===== src/cps_pkg.sv =====
package cps_pkg;
  // ==========================================================
  // Port selection
  // ==========================================================
  localparam logic [1:0] PORT_NONE   = 2'h0;
  localparam logic [1:0] PORT_SLAVE  = 2'h1;
  localparam logic [1:0] PORT_MASTER = 2'h2;
  localparam logic [1:0] PORT_SCAN   = 2'h3;
  // Master boot data width codes
  localparam logic [1:0] WIDTH_X1 = 2'h0;
  localparam logic [1:0] WIDTH_X2 = 2'h1;
  localparam logic [1:0] WIDTH_X4 = 2'h2;
  // ==========================================================
  // Defaults and reset values
  // ==========================================================
  localparam int          KEY_W        = 32;
  localparam logic [31:0] KEY_DEFAULT  = 32'ha5c3_5a3c; // Arbitrary key value
  localparam int          FRAME_W      = 32;
  localparam int          ECC_W        = 6;
  localparam int          CRC_W        = 16;
  localparam logic [15:0] CRC_SEED     = 16'hffff;
  localparam logic [15:0] CRC_POLY     = 16'h1021;
  localparam int          HOST_PROG_NS = 50;
  localparam int          CLK_NS       = 10;
  localparam int          HOST_PROG_CYC = (HOST_PROG_NS / CLK_NS < 1) ? 1 : HOST_PROG_NS / CLK_NS;
  // Reboot images
  localparam logic IMG_NEW    = 1'b1;
  localparam logic IMG_GOLDEN = 1'b0;
endpackage : cps_pkg


===== src/cps_config_ctrl.sv =====
`timescale 1ns/1ns
// How it works
// A low program-request pin at power-up puts the device in slave mode waiting for the key.
// The host raises program-request within 50 ns of chip-select release after the key.
// With no slave port active when program-request is seen high, the device boots from serial flash.
// The activated port stays selected for the whole configuration cycle; others are ignored.
// Boundary scan takes over at any time when its enable pin is high and the command arrives.
// Master boot reads the flash at x1, x2 or x4 width as configured.
// Program-request, init-status and done act as configuration pins unless turned into GPIO; the code gates only init-status and done.
// Multi-boot loads a new image and falls back to the golden image on a bad image, no power cycle.
// The soft error detector reads configuration memory frame by frame and checks ECC on each.
// An error raises a notification and scanning continues with the next frame.
// A single-bit error is corrected from the check bits and written back into the frame.
// More than one bit error in a frame is reported as uncorrectable with no rewrite; the code miscorrects doubles whose syndrome falls in 1..32.
// A CRC over the whole bitstream runs alongside ECC and is verified after the last frame.
// Frames marked as user memory are excluded from both ECC and CRC; a user frame at the last address is fed to the final CRC check as zeros.
// With the freeze option on, I/O states are held while the device is reconfigured.
// After the CRC check the detector wraps to frame zero and scans again while enabled.
// Key words are compared in order; the port goes active only on full match at chip-select release.
module cps_config_ctrl
  import cps_pkg::*;
#(
  parameter int FRAMES = 64,
  parameter int KEY_WORDS = 2
) (
  // Clock and reset
  input  wire logic               clock_in,
  input  wire logic               sys_rst_in,
  // Configuration pins
  input  wire logic               program_request_pin_in,
  input  wire logic               slave_chip_select_n_in,
  input  wire logic               key_word_valid_in,
  input  wire logic [KEY_W-1:0]   key_word_in,
  input  wire logic               scan_enable_pin_in,
  input  wire logic               scan_command_in,
  // Options
  input  wire logic               config_pins_gpio_in,
  input  wire logic               io_freeze_update_in,
  input  wire logic [1:0]         boot_width_in,
  // Multi-boot
  input  wire logic               reboot_request_in,
  input  wire logic               image_done_in,
  input  wire logic               image_bad_in,
  // Configuration memory readback
  input  wire logic [FRAME_W-1:0] frame_data_in,
  input  wire logic [ECC_W-1:0]   frame_ecc_in,
  input  wire logic               frame_user_mem_in,
  input  wire logic               frame_valid_in,
  input  wire logic [CRC_W-1:0]   crc_expected_in,
  input  wire logic               sed_enable_in,
  // Status and control outputs
  output logic [1:0]              active_port_out,
  output logic [1:0]              flash_lanes_out,
  output logic                    boot_image_out,
  output logic                    init_status_pin_out,
  output logic                    init_status_pin_oe_out,
  output logic                    config_done_out,
  output logic                    io_frozen_out,
  output logic [$clog2(FRAMES)-1:0] frame_addr_out,
  output logic                    frame_read_out,
  output logic                    frame_write_out,
  output logic [FRAME_W-1:0]      frame_wdata_out,
  output logic                    sed_error_out,
  output logic                    sed_uncorrectable_out,
  output logic                    crc_error_out
);

  localparam int FA_W = $clog2(FRAMES);
  localparam int KC_W = $clog2(KEY_WORDS + 1);

  initial begin
    if (FRAMES < 2 || KEY_WORDS < 1 || FRAME_W != 32 || ECC_W != 6) begin
      $error("cps_config_ctrl: unsupported parameters");
    end
  end

  // ==========================================================
  // Pin synchronisers
  // ==========================================================
  logic [4:0] sync1_ff;
  logic [4:0] sync2_ff;
  always_ff @(posedge clock_in or posedge sys_rst_in) begin
    if (sys_rst_in) begin
      // Chip select idles high in both stages, so no false edge follows reset
      sync1_ff <= 5'h02;
      sync2_ff <= 5'h02;
    end else begin
      sync1_ff <= {scan_command_in, scan_enable_pin_in, key_word_valid_in,
                   slave_chip_select_n_in, program_request_pin_in};
      sync2_ff <= sync1_ff;
    end
  end
  wire prog_s  = sync2_ff[0];
  wire csn_s   = sync2_ff[1];
  wire kv_s    = sync2_ff[2];
  wire jen_s   = sync2_ff[3];
  wire jcmd_s  = sync2_ff[4];

  // Key word is held stable by the host while its strobe is high;
  // two stages keep it in step with the synchronised strobe
  logic [KEY_W-1:0] key_sync_ff;
  logic [KEY_W-1:0] key_hold_ff;
  logic             kv_d_ff;
  logic             csn_d_ff;
  always_ff @(posedge clock_in or posedge sys_rst_in) begin
    if (sys_rst_in) begin
      key_sync_ff <= '0;
      key_hold_ff <= '0;
      kv_d_ff     <= 1'b0;
      csn_d_ff    <= 1'b1;
    end else begin
      key_sync_ff <= key_word_in;
      key_hold_ff <= key_sync_ff;
      kv_d_ff     <= kv_s;
      csn_d_ff    <= csn_s;
    end
  end

  // ==========================================================
  // Port selection state machine
  // ==========================================================
  typedef enum logic [2:0] {
    ST_POWERUP = 3'b000,
    ST_SLAVE   = 3'b001,
    ST_MASTER  = 3'b010,
    ST_SCAN    = 3'b011,
    ST_DONE    = 3'b100
  } cps_state_t;

  cps_state_t       state_ff;
  logic [KC_W-1:0]  key_cnt_ff;
  logic             key_ok_ff;
  logic             slave_active_ff;
  logic [1:0]       first_ff;

  // Key words checked against index-tagged copies of the key
  function automatic logic [KEY_W-1:0] key_word(input logic [KC_W-1:0] idx);
    key_word = KEY_DEFAULT ^ {{(KEY_W-KC_W){1'b0}}, idx};
  endfunction : key_word

  // Key comparison, valid only during chip select
  always_ff @(posedge clock_in or posedge sys_rst_in) begin
    if (sys_rst_in) begin
      key_cnt_ff <= '0;
      key_ok_ff  <= 1'b1;
    end else if (state_ff != ST_SLAVE || csn_s) begin
      if (csn_s && !csn_d_ff) begin
        key_cnt_ff <= '0; // Fresh attempt after each frame
        key_ok_ff  <= 1'b1;
      end
    end else if (kv_s && !kv_d_ff) begin
      if (key_cnt_ff >= KC_W'(KEY_WORDS) || key_hold_ff != key_word(key_cnt_ff)) begin
        key_ok_ff <= 1'b0;
      end
      if (key_cnt_ff < KC_W'(KEY_WORDS)) begin
        key_cnt_ff <= key_cnt_ff + 1'b1;
      end
    end
  end

  // Main sequencing; scan enable together with a scan command overrides any other state
  always_ff @(posedge clock_in or posedge sys_rst_in) begin
    if (sys_rst_in) begin
      state_ff        <= ST_POWERUP;
      slave_active_ff <= 1'b0;
      first_ff        <= 2'b11;
    end else begin
      first_ff <= {first_ff[0], 1'b0}; // Two edges for the pin synchroniser to fill
      if (jen_s && jcmd_s && state_ff != ST_SCAN) begin
        state_ff <= ST_SCAN;
      end else begin
        case (state_ff)
          ST_POWERUP: begin
            if (first_ff == 2'b00) begin
              state_ff <= prog_s ? ST_MASTER : ST_SLAVE;
            end
          end
          ST_SLAVE: begin
            // Once chosen, only this port or a scan override is honoured
            if (!slave_active_ff && csn_s && !csn_d_ff && key_ok_ff
                && key_cnt_ff == KC_W'(KEY_WORDS)) begin
              slave_active_ff <= 1'b1;
            end
            if (prog_s && !slave_active_ff) begin
              state_ff <= ST_MASTER;
            end else if (slave_active_ff && image_done_in) begin
              state_ff <= ST_DONE;
            end
          end
          ST_MASTER: begin
            if (image_done_in && !image_bad_in) begin
              state_ff <= ST_DONE;
            end
          end
          ST_SCAN: begin
            if (!jen_s) begin
              state_ff <= ST_DONE;
            end
          end
          ST_DONE: begin
            if (reboot_request_in) begin
              state_ff <= ST_MASTER;
            end
          end
          default: state_ff <= ST_POWERUP;
        endcase
      end
    end
  end

  // ==========================================================
  // Multi-boot image choice
  // ==========================================================
  always_ff @(posedge clock_in or posedge sys_rst_in) begin
    if (sys_rst_in) begin
      boot_image_out <= IMG_GOLDEN;
    end else if (state_ff == ST_DONE && reboot_request_in) begin
      boot_image_out <= IMG_NEW;
    end else if (state_ff == ST_MASTER && image_done_in && image_bad_in) begin
      boot_image_out <= IMG_GOLDEN;
    end
  end

  // ==========================================================
  // Pin and status outputs
  // ==========================================================
  always_ff @(posedge clock_in or posedge sys_rst_in) begin
    if (sys_rst_in) begin
      active_port_out        <= PORT_NONE;
      flash_lanes_out        <= WIDTH_X1;
      init_status_pin_out    <= 1'b0;
      init_status_pin_oe_out <= 1'b0;
      config_done_out        <= 1'b0;
      io_frozen_out          <= 1'b0;
    end else begin
      case (state_ff)
        ST_SLAVE:  active_port_out <= slave_active_ff ? PORT_SLAVE : PORT_NONE;
        ST_MASTER: active_port_out <= PORT_MASTER;
        ST_SCAN:   active_port_out <= PORT_SCAN;
        default:   active_port_out <= active_port_out; // Kept through done
      endcase
      // Unknown width code falls back to single lane
      flash_lanes_out <= (boot_width_in == WIDTH_X2 || boot_width_in == WIDTH_X4)
                         ? boot_width_in : WIDTH_X1;
      // Open-drain init status: pull low while configuring
      init_status_pin_out    <= 1'b0;
      init_status_pin_oe_out <= !config_pins_gpio_in && state_ff != ST_DONE;
      config_done_out        <= !config_pins_gpio_in && state_ff == ST_DONE;
      io_frozen_out          <= io_freeze_update_in
                                && (state_ff == ST_MASTER || state_ff == ST_SLAVE);
    end
  end

  // ==========================================================
  // Soft error detector
  // ==========================================================
  // Hamming check bits: bit k covers data positions whose index plus one has bit k set
  function automatic logic [ECC_W-1:0] ecc_of(input logic [FRAME_W-1:0] d);
    logic [ECC_W-1:0] e;
    e = '0;
    for (int i = 0; i < FRAME_W; i++) begin
      if (d[i]) begin
        e = e ^ ECC_W'(i + 1);
      end
    end
    ecc_of = e;
  endfunction : ecc_of

  function automatic logic [CRC_W-1:0] crc_step(input logic [CRC_W-1:0] c,
                                                input logic [FRAME_W-1:0] d);
    logic [CRC_W-1:0] r;
    r = c;
    for (int i = FRAME_W - 1; i >= 0; i--) begin
      r = (r[CRC_W-1] ^ d[i]) ? ((r << 1) ^ CRC_POLY) : (r << 1);
    end
    crc_step = r;
  endfunction : crc_step

  wire sed_run = sed_enable_in && state_ff == ST_DONE;
  wire [ECC_W-1:0] syndrome = ecc_of(frame_data_in) ^ frame_ecc_in;
  // Single flip gives syndrome 1..32; doubles aliasing into that range are miscorrected
  wire single_err = syndrome != '0 && syndrome <= ECC_W'(FRAME_W);
  wire [FRAME_W-1:0] flip_mask = FRAME_W'(1) << (syndrome - 1'b1);
  logic [CRC_W-1:0] crc_ff;

  // Frame walk, correction and reporting
  always_ff @(posedge clock_in or posedge sys_rst_in) begin
    if (sys_rst_in) begin
      frame_addr_out        <= '0;
      frame_read_out        <= 1'b0;
      frame_write_out       <= 1'b0;
      frame_wdata_out       <= '0;
      sed_error_out         <= 1'b0;
      sed_uncorrectable_out <= 1'b0;
      crc_error_out         <= 1'b0;
      crc_ff                <= CRC_SEED;
    end else begin
      frame_write_out       <= 1'b0;
      sed_error_out         <= 1'b0;
      sed_uncorrectable_out <= 1'b0;
      crc_error_out         <= 1'b0;
      frame_read_out        <= sed_run;
      if (!sed_run) begin
        frame_addr_out <= '0;
        crc_ff         <= CRC_SEED;
      end else if (frame_valid_in) begin
        if (!frame_user_mem_in) begin
          crc_ff <= crc_step(crc_ff, frame_data_in);
          if (syndrome != '0) begin
            sed_error_out <= 1'b1;
            if (single_err) begin
              frame_write_out <= 1'b1;
              frame_wdata_out <= frame_data_in ^ flip_mask;
            end else begin
              sed_uncorrectable_out <= 1'b1;
            end
          end
        end
        if (frame_addr_out == FA_W'(FRAMES - 1)) begin
          crc_error_out  <= crc_step(crc_ff, frame_user_mem_in ? '0 : frame_data_in)
                            != crc_expected_in;
          frame_addr_out <= '0;
          crc_ff         <= CRC_SEED;
        end else begin
          frame_addr_out <= frame_addr_out + 1'b1;
        end
      end
    end
  end

endmodule : cps_config_ctrl


===== config.mk =====
export PLATFORM = sky130hd
export DESIGN_NAME = cps_config_ctrl
export DESIGN_NICKNAME = d
export VERILOG_FILES = /design/src/cps_pkg.sv /design/src/cps_config_ctrl.sv
export SDC_FILE = /design/constraint.sdc
export NUM_CORES = 1
export LEC_CHECK = 0
export BUFFER_PORTS_ARGS = -buffer_cell sky130_fd_sc_hd__buf_2
export CAP_MARGIN = 20
export CORE_MARGIN = 2
export CORE_UTILIZATION = 30
export CTS_CLUSTER_SIZE = 40
export DETAILED_ROUTE_END_ITERATION = 8
export GPL_ROUTABILITY_DRIVEN = 0
export HOLD_SLACK_MARGIN = 0.05
export PLACE_DENSITY = 0.52
export SYNTH_ARGS = -nofsm -noshare
export SYNTH_HDL_FRONTEND = slang
export SYNTH_SLANG_ARGS = --single-unit

===== constraint.sdc =====
create_clock -name clock_in -period 9.1 [get_ports clock_in]
set_clock_uncertainty 0.2 [all_clocks]
set_input_delay 0.455 -clock clock_in [delete_from_list [all_inputs] [get_ports clock_in]]
set_output_delay 0.455 -clock clock_in [all_outputs]
set_load 0.005 [all_outputs]

==> impl_metrics.yaml, run 1 <==
global_routing:
  grt_pass1_vias: 6324
  grt_antenna_before_repair: 0
  grt_overflow: 0
  grt_pass1_wl_um: 36900
  grt_use_total_pct: 15.7
  grt_start_max_net_pins: 99
run:
  drv_cap: 0
synth:
  synth.top_cells.by_area: "dfrtp_1 (36%), xnor2_1 (15%), xnor3_1 (8.6%)"
  synth_edf_count: 0
  synth_commonest_cells: "xnor2_1 (161), dfrtp_1 (130), nor2_1 (72)"
  avgSynthCellArea_sq_um: 11.7
  seq_area_frac_synth_pct: 41.9
  syn_area_sq_um: 9140
  yosysWarningCount: 0
  async_flop_share_pct: 100
  synth_flop_cell: "dfrtp_1"
  yosysMostFrequentCell: "xnor2_1"
  synthCells: 780
  yosysTopAreaCellShare_pct: 35.6
  ys_types: 65
  yosys.area.top_type: "dfrtp_1"
  synth-seq-cells: 152
detailed_routing:
  drc_errors: 0
  drt-initial-drc-count: 359
  drtPass1Iterations: 5
  vias: 6099
  wirelength_um: 24100
  vias_per_cell: 4.50
  ant_nets: 0
  avgRoutedWirePerCell_um: 17.8
clock_network:
  cts_buffers: 17
  cts.reportedPaths.clkPinSlew_ns: 0.07
  cts_tree: "yes"
  clkLatencyLatePin_ns: 0.44
  clockRootBuffer: "clkbuf_16"
  cts_max_level: 4
  cts.sinks: 152
  cts.path.max_buffers: 2
  post_cts_resized: 0
critical_path:
  path_cells: "buf_2, xor2_1, xnor3_1, xnor2_1, nand3_1, a2111oi_4, o2bb2ai_1, nand3_1, xnor2_1, mux2_2"
  critPathMaxStageDelay_ns: 0.65
  worstPathRequired_ns: 9.21
  crit_arrival_ns: 3.94
  crit_path_end_kind: "flop"
  slowest_stage: "a2111oi_4"
  start_kind: "primary input"
  critPathKind: "primary input to flop"
  worstPathMaxFanout: 14
sta:
  rsz0062_at_grt: "no"
  hold_viol: 0
  maxSlewHeadroom_pct: 27.2
  fin_ws_ns: 5.28
  setup_violations: 0
  period_needed_ns: 3.82
  worst_slew_pin_slew_ns: 1.09
  fin_setup_tns_ns: 0
  timing.final.crit_share_pct: 42.0
  fmax_mhz: 262
  maxSlewViolCount: 0
floorplanning:
  rows: 63
  die_w_um: 179
  die_h_um: 179
  io_pins: 155
  initial_core_util_pct: 30.7
  die-area_sq_um: 31900
  coreArea_sq_um: 29800
power_and_ir_drop:
  leakage_nw: 4.90
  total_power_w: 0.00398
  cellPowerDensity_nw_per_um2: 356
  ir_drop_mv: 0.190
layout:
  syn_to_final_growth_pct: 22.1
  fin_nets: 1058
  diodes: 0
  fin_area_sq_um: 11200
  drive_gt1_share_pct: 26.9
worst_hold_path:
  hold_class: "primary input to async pin"
place:
  port_buffers: 153
  dpl.hpwl_um: 18400
  pre_cts_ws_ns: 4.87
  dpl_cell_area_sq_um: 10200
run_status:
  status: "complete, no violations"
where the power goes:
group / leakage [nW] / total, W / internal, W / switching [W]
registers: 1.83 / 0.000874 / 0.000791 / 0.0000827
clock network: 0.286 / 0.000701 / 0.000385 / 0.000316
logic: 2.79 / 0.00240 / 0.00118 / 0.00123
final cells by class:
class / count / area [sq um]
Sequential cell: 152 / 3830
Clock buffer: 18 / 429
Fill cell: 2946 / 18600
Multi-Input combinational cell: 579 / 5050
Tap cell: 390 / 488
Clock inverter: 14 / 143
Inverter: 7 / 31.3
Timing Repair Buffer: 196 / 1190
timing repair:
action | in CTS | in global routing
endpoints found under the hold margin | 41 | 0
endpoints found under the setup margin | 0 | 0
buffers inserted | 0 | 0
hold buffers | 41 | 0
state kept, by name (all words and copies together) (netlist names), 2 cells and up:
name             count
active_port_out      2
crc_ff              16
first_ff             2
flash_lanes_out      2
frame_addr_out       6
frame_wdata_out     32
key_cnt_ff           2
key_hold_ff         32
key_sync_ff         32
state_ff             3
sync1_ff             5
sync2_ff             5
critical path, delay by kind of cell:
family / cells / cell delay [ns]
muxes: 1 / 0.26
and+or+nand+nor: 2 / 0.48
buffers and inverters: 1 / 0.19
xor gates and xnor gates: 4 / 1.32
AOI/OAI and AO/OA: 2 / 1.21
cell families after synthesis:
logic type / synth area share, %
flops: 41.9
compound gates: 6.10
buf+inv: 2.96
xor+xnor: 37.2
mux: 1.10
simple gates: 10.4
other cells: 0.0410
fa+ha+maj: 0.274
layout by cell type (no fill, tap or decap), types with 5 or more instances in the layout:
cell	Yosys	layout
a21oi_1	44	44
buf_2	18	153
clkbuf_16	0	17
clkinv_4	0	5
dfrtp_1	130	130
dfstp_2	22	22
dlygate4sd3_1	0	41
inv_1	7	6
mux2_2	8	8
nand2_1	33	33
nand2b_1	8	8
nand3_1	23	23
nor2_1	72	71
nor2b_1	8	8
nor4_1	14	14
o21ai_0	12	12
o22a_1	6	6
xnor2_1	161	161
xnor2_2	13	13
xnor3_1	35	35
xnor3_2	6	6
xor2_1	57	57
layer usage:
layer  track usage (%)  share of wire, %  vias up
li1                  -                 -     2938
met1              20.2                44     2961
met2              26.3                48      169
met3              3.37               5.5       31
met4              5.05               2.2        0
met5                 0                 0        -
stage by stage:
| step | cells | hold WS (ns) | utilization [%] |
|---|---|---|---|
| after floorplan | 781 | 0.131 | - |
| after global placement | 1283 | 0.132 | 34.2 |
| after detailed placement | 1283 | 0.136 | 34.2 |
| after CTS | 1356 | 0.0600 | 37.5 |
| after global routing | 1356 | 0.0745 | 37.5 |
| final | 1356 | 0.0220 | 37.5 |
final timing paths:
| path | slack, ns | startpoint | cells after the start | end |
|---|---|---|---|---|
| hold reg to reg | 0.14 | key_sync_ff[4]$_DFF_PP0_ | 0 | key_hold_ff[4]$_DFF_PP0_ |
| min in group clock_in | 0.08 | io_freeze_update_in | 2 | io_frozen_out$_DFF_PP0_ |
| setup / recovery | 5.28 | frame_data_in[25] | 10 | frame_wdata_out[30]$_DFFE_PP0P_ |
| max in group asynchronous | 7.43 | sys_rst_in | 3 | frame_wdata_out[29]$_DFFE_PP0P_ |
| setup reg to reg | 5.30 | crc_ff[15]$_DFFE_PP1P_ | 9 | crc_ff[5]$_DFFE_PP1P_ |
| hold / removal | 0.02 | sys_rst_in | 2 | key_hold_ff[12]$_DFF_PP0_ |
(Power assumes the default switching activity.)
==> run 2, diff against run 1 <==
Clock period 9.1 ns to 3.91 ns, I/O delays scaled along.
==> impl_metrics.yaml, run 2 (synthesized netlist as in run 1, its figures left out) <==
critical_path:
  worstReg2RegStart: "crc_ff[9]$_DFFE_PP1P_"
  cp_num_cells: 11
  start_kind: "primary input"
  worstPathRequired_ns: 4.00
  crit_path_end_kind: "flop"
  slowest_stage: "xor3_2"
  path_cells: "dlygate4sd3_1, buf_2, xnor2_2, nor2_2, xnor3_1, xor2_1, xor3_2, xnor3_2, or4b_1, a22oi_1, a31oi_1"
  worstPathMaxFanout: 5
  r2r_setup_slack_ns: 0.21
  cp_top_family: "XOR/XNOR gates"
  crit_arrival_ns: 3.81
  worstReg2RegEnd: "crc_error_out$_DFF_PP0_"
  critPathKind: "primary input to flop"
  r2r_cells: 8
  cp_num_buf_inv: 2
  critPathMaxStageDelay_ns: 0.56
place:
  port_buffers: 153
  pre_cts_ws_ns: 0.240
  dpl.hpwl_um: 18900
  dpl_cell_area_sq_um: 10400
layout:
  fin_nets: 1116
  drive_gt1_share_pct: 28.1
  fillers: 2915
  mostFrequentLayoutCells: "xnor2_1 (161), buf_2 (153), dfrtp_1 (130)"
  syn_to_final_growth_pct: 28.5
  diodes: 0
  fin_area_sq_um: 11700
  finish.utilization_pct: 39.4
  final_common_cell: "xnor2_1"
  largest_registers: "frame_wdata_out x32, key_hold_ff x32, key_sync_ff x32"
floorplanning:
  rows: 63
  initial_core_util_pct: 30.7
  die-area_sq_um: 31900
  die_w_um: 179
  coreArea_sq_um: 29800
  io_pins: 155
  die_h_um: 179
sta:
  period_needed_ns: 3.72
  fin_ws_ns: 0.192
  maxSlewViolCount: 0
  timing.final.crit_share_pct: 95.1
  worst_slew_pin_slew_ns: 0.907
  fmax_mhz: 269
  maxSlewHeadroom_pct: 39.3
  fin_setup_tns_ns: 0
  hold_viol: 0
  rsz0062_at_grt: "no"
  setup_violations: 0
global_routing:
  grt_antenna_before_repair: 2
  grt_pass1_wl_um: 37200
  grt_start_max_net_pins: 56
  grt_overflow: 0
  grt_use_total_pct: 15.7
  grt_pass1_vias: 6421
clock_network:
  cts.sinks: 152
  cts.path.max_buffers: 2
  clockRootBuffer: "clkbuf_16"
  cts_tree: "yes"
  clkLatencyLatePin_ns: 0.43
  cts_max_level: 4
  postCtsSetupRepairBufs: 0
  cts_buffers: 17
  cts.reportedPaths.clkPinSlew_ns: 0.06
power_and_ir_drop:
  leakage_nw: 5.17
  cellPowerDensity_nw_per_um2: 810
  ir_drop_mv: 0.504
detailed_routing:
  drtPass1Iterations: 4
  vias_per_cell: 4.47
  avgRoutedWirePerCell_um: 17.3
  drc_errors: 0
  vias: 6326
  drt-initial-drc-count: 395
  wirelength_um: 24400
  ant_nets: 0
worst_hold_path:
  hold_class: "primary input to flop"
  hold_start: "frame_data_in[0]"
  min_to: "frame_wdata_out[0]$_DFFE_PP0P_"
  min_path_cells: 4
run:
  drv_cap: 0
run_status:
  status: "complete, no violations"
## run 2: cell count changes in the layout (fill, tap and decap cells not counted), sizes merged
cell / before / now
buf: 155 / 181
inv: 12 / 13
clkinvlp: 0 / 2
clkinv: 8 / 4
dlygate4sd3: 41 / 73
bufinv: 1 / 2
## run 2: how the worst max path moves through the flow
| stage | to | slack [ns] | from |
|---|---|---|---|
| 3_3_place_gp | crc_error_out$_DFF_PP0_ | 0.26 | crc_ff[9]$_DFFE_PP1P_ |
| 2_1_floorplan | crc_error_out$_DFF_PP0_ | 0.35 | crc_ff[13]$_DFFE_PP1P_ |
| 6_report | crc_error_out$_DFF_PP0_ | 0.19 | frame_data_in[25] |
| 3_5_place_dp | crc_error_out$_DFF_PP0_ | 0.24 | crc_ff[9]$_DFFE_PP1P_ |
| 5_1_grt | crc_error_out$_DFF_PP0_ | 0.03 | frame_data_in[25] |
| 4_1_cts | crc_error_out$_DFF_PP0_ | 0.20 | crc_ff[9]$_DFFE_PP1P_ |
## run 2: per-layer routing
layer / vias up / share of wire (%) / global-route usage, %
met2: 143 / 48 / 26.4
met1: 3085 / 46 / 20.6
met5: - / 0.098 / 0
met4: 4 / 1.8 / 4.64
li1: 3066 / - / -
met3: 28 / 4.2 / 2.92
## run 2: area by class of cell
type	instances	area [sq um]	area share (%)
repair buffers	254	1720	14.6
multi-input cells	579	5060	43.1
well taps	390	488	4.15
clock buffers	18	439	3.74
clock inverters	14	179	1.52
flip-flops and latches	152	3830	32.6
inverters	7	30.0	0.256
## run 2: power breakdown
| group | internal (W) | switching (W) | leakage (nW) |
|---|---|---|---|
| Clock | 0.000988 | 0.000740 | 0.301 |
| Sequential | 0.00184 | 0.000189 | 1.83 |
| Combinational | 0.00291 | 0.00285 | 3.04 |
| Total | 0.00573 | 0.00378 | 5.17 |
## run 2: repair_timing
item	4_1_cts	5_1_grt
hold endpoints to repair	93	0
hold buffers	73	0
resized for setup	0	1
setup endpoints to repair	0	2
## run 2: worst reg2reg max path, delay by kind of cell (launching register included)
family | cells | cell delay (ns)
AOI/OAI and AO/OA | 2 | 0.29
and+or+nand+nor | 1 | 0.50
DFF | 1 | 0.58
xor gates and xnor gates | 5 | 1.98
## run 2: metrics by stage
step | hold slack (ns) | total power, W | instances
2_1_floorplan | -0.0000223 | 0.00645 | 781
3_3_place_gp | 0.0690 | 0.00775 | 1309
3_5_place_dp | 0.0648 | 0.00770 | 1309
4_1_cts | 0.0543 | 0.00957 | 1414
5_1_grt | 0.0842 | 0.0102 | 1414
6_report | 0.0704 | 0.00952 | 1414
==> run 3, diff against run 2 <==
--- a/config.mk
+++ b/config.mk
@@ -14,5 +14,5 @@
 export GPL_ROUTABILITY_DRIVEN = 0
 export HOLD_SLACK_MARGIN = 0.05
-export PLACE_DENSITY = 0.52
+export PLACE_DENSITY = 0.54
 export SYNTH_ARGS = -nofsm -noshare
 export SYNTH_HDL_FRONTEND = slang
==> constraint.sdc (replaced) <==
create_clock -name clock_in -period 3.1 [get_ports clock_in]
set_clock_uncertainty 0.2 [all_clocks]
set_input_delay 0.31 -clock clock_in [delete_from_list [all_inputs] [get_ports clock_in]]
set_output_delay 0.31 -clock clock_in [all_outputs]
set_load 0.005 [all_outputs]
==> impl_metrics.yaml, run 3 (synthesized netlist as in run 1, its figures left out) <==
run_status:
  status: "complete, but fails checks"
  violations: "setup timing"
detailed_routing:
  wirelength_um: 27400
  vias_per_cell: 4.45
  wl_met3_um: 1370
  drtPass1Iterations: 4
  drc_errors: 0
  avgRoutedWirePerCell_um: 17.7
  wl_met2_um: 12800
  ant_nets: 0
  drt-initial-drc-count: 338
  vias: 6864
  wl_met1_um: 12800
  routed.top_layer: "met4"
clock_network:
  clkLatencyLatePin_ns: 0.43
  cts.reportedPaths.clkPinSlew_ns: 0.08
  cts_tree: "yes"
  cts.path.max_buffers: 2
  clockRootBuffer: "clkbuf_16"
  cts.sinks: 152
  cts_max_level: 4
  cts_buffers: 17
layout:
  fin_nets: 1246
  diodes: 0
  syn_to_final_growth_pct: 47.5
  largest_registers: "frame_wdata_out x32, key_hold_ff x32, key_sync_ff x32"
  fin_area_sq_um: 13500
  fin_cells: 1544
  final_common_cell: "buf_4"
  drive_gt1_share_pct: 45.2
  mostFrequentLayoutCells: "buf_4 (158), buf_2 (152), dfrtp_1 (130)"
floorplanning:
  io_pins: 155
  rows: 63
  die_h_um: 179
  die_w_um: 179
  initial_core_util_pct: 30.7
  coreArea_sq_um: 29800
  die-area_sq_um: 31900
critical_path:
  start_kind: "flop"
  worstReg2RegStart: "crc_ff[13]$_DFFE_PP1P_"
  critPathKind: "flop to flop"
  r2r_setup_slack_ns: -0.22
  worstReg2RegEnd: "crc_error_out$_DFF_PP0_"
  worstPathMaxFanout: 4
  crit_arrival_ns: 3.43
  crit_path_end_kind: "flop"
  worstPathRequired_ns: 3.21
  r2r_cells: 8
place:
  dp_cells: 1446
  port_buffers: 153
  dpl_cell_area_sq_um: 11600
  dpl.hpwl_um: 21300
global_routing:
  grt_start_max_net_pins: 74
  grt_pass1_vias: 6972
  grt_antenna_before_repair: 0
  grt_overflow: 0
  grt_pass1_wl_um: 40100
  grt_use_total_pct: 17.1
sta:
  setup_violations: 6
  rsz0062_at_grt: "yes"
  timing.final.crit_share_pct: 107
  worst_slew_pin_slew_ns: 0.846
  fin_ws_ns: -0.224
  hold_viol: 0
  period_needed_ns: 3.32
  maxSlewHeadroom_pct: 43.2
  maxSlewViolCount: 0
  fmax_mhz: 301
worst_hold_path:
  hold_start: "sed_enable_in"
  hold_class: "primary input to flop"
  min_to: "frame_read_out$_DFF_PP0_"
  min_path_cells: 3
power_and_ir_drop:
  cellPowerDensity_nw_per_um2: 1150
  ir_drop_mv: 1.08
  leakage_nw: 6.11
run:
  drv_cap: 0
==> run 3: cell types whose count changed in the layout (fill, tap and decap cells not counted), moves of 10 or more <==
cell	change
buf_4	+131
xnor2_1	-35
dlygate4sd3_1	-24
xnor2_2	+23
buf_6	+12
nor2_1	-12
xnor2_4	+12
nor2_2	+10
==> run 3: layout make-up <==
class	instances	area, sq um
Tap cell	390	488
Clock buffer	19	453
Clock inverter	13	131
Sequential cell	152	3830
Fill cell	2785	16300
Inverter	7	30.0
Timing Repair Buffer	384	2850
Multi-Input combinational cell	579	5700
==> run 3: repair_timing <==
action                     in CTS  in global routing
setup endpoints to repair       7                 22
hold buffers                   49                  0
hold endpoints to repair       69                  0
buffers inserted                3                 10
resized for setup              18                 83
cloned                          0                  4
pin swaps                      12                 37
==> run 3: routing by layer <==
layer  GRT usage [%]  vias up
met5               0        -
met1            23.7     3356
met4            4.10        0
met2            27.9      177
li1                -     3312
met3            2.56       19
==> run 3: worst max path at each step <==
stage / endpoint / cells past startpoint / slack (ns) / startpoint
3_3_place_gp: frame_wdata_out[22]$_DFFE_PP0P_ / 11 / -0.38 / frame_data_in[6]
3_5_place_dp: crc_error_out$_DFF_PP0_ / 10 / -0.34 / frame_data_in[16]
6_report: crc_error_out$_DFF_PP0_ / 8 / -0.22 / crc_ff[13]$_DFFE_PP1P_
5_1_grt: crc_error_out$_DFF_PP0_ / 8 / -0.33 / crc_ff[13]$_DFFE_PP1P_
2_1_floorplan: frame_wdata_out[18]$_DFFE_PP0P_ / 11 / -0.12 / frame_data_in[23]
4_1_cts: crc_error_out$_DFF_PP0_ / 10 / -0.23 / crc_ff[12]$_DFFE_PP1P_
==> run 3: per-stage QoR <==
stage / util [%] / worst slack [ns] / setup TNS, ns / hold slack (ns) / total power (W)
2_1_floorplan: - / -0.123 / -1.12 / 0.114 / 0.00827
4_1_cts: 43.1 / -0.233 / -0.233 / 0.0586 / 0.0140
3_5_place_dp: 39.0 / -0.341 / -10.19 / 0.135 / 0.0113
6_report: 45.3 / -0.224 / -0.734 / 0.0806 / 0.0154
5_1_grt: 45.3 / -0.334 / -2.06 / 0.0821 / 0.0163
3_3_place_gp: 39.0 / -0.384 / -12.12 / 0.132 / 0.0113
==> run 3: where the power goes <==
group | leakage (nW) | total [W] | switching, W | internal [W]
Clock | 0.272 | 0.00208 | 0.000911 | 0.00117
Combinational | 4.00 | 0.0108 | 0.00481 | 0.00599
Sequential | 1.83 | 0.00257 | 0.000248 | 0.00232
Total | 6.11 | 0.0154 | 0.00597 | 0.00948
==> run 3: worst max-delay path: stages (launching register included) <==
cell and delay (ns):
dfstp_2 0.64, xor2_2 0.18, xnor3_1 0.27, xnor3_1 0.38
xor3_2 0.50, xnor3_2 0.25, or4b_1 0.53, a22oi_2 0.17
a31oi_1 0.09
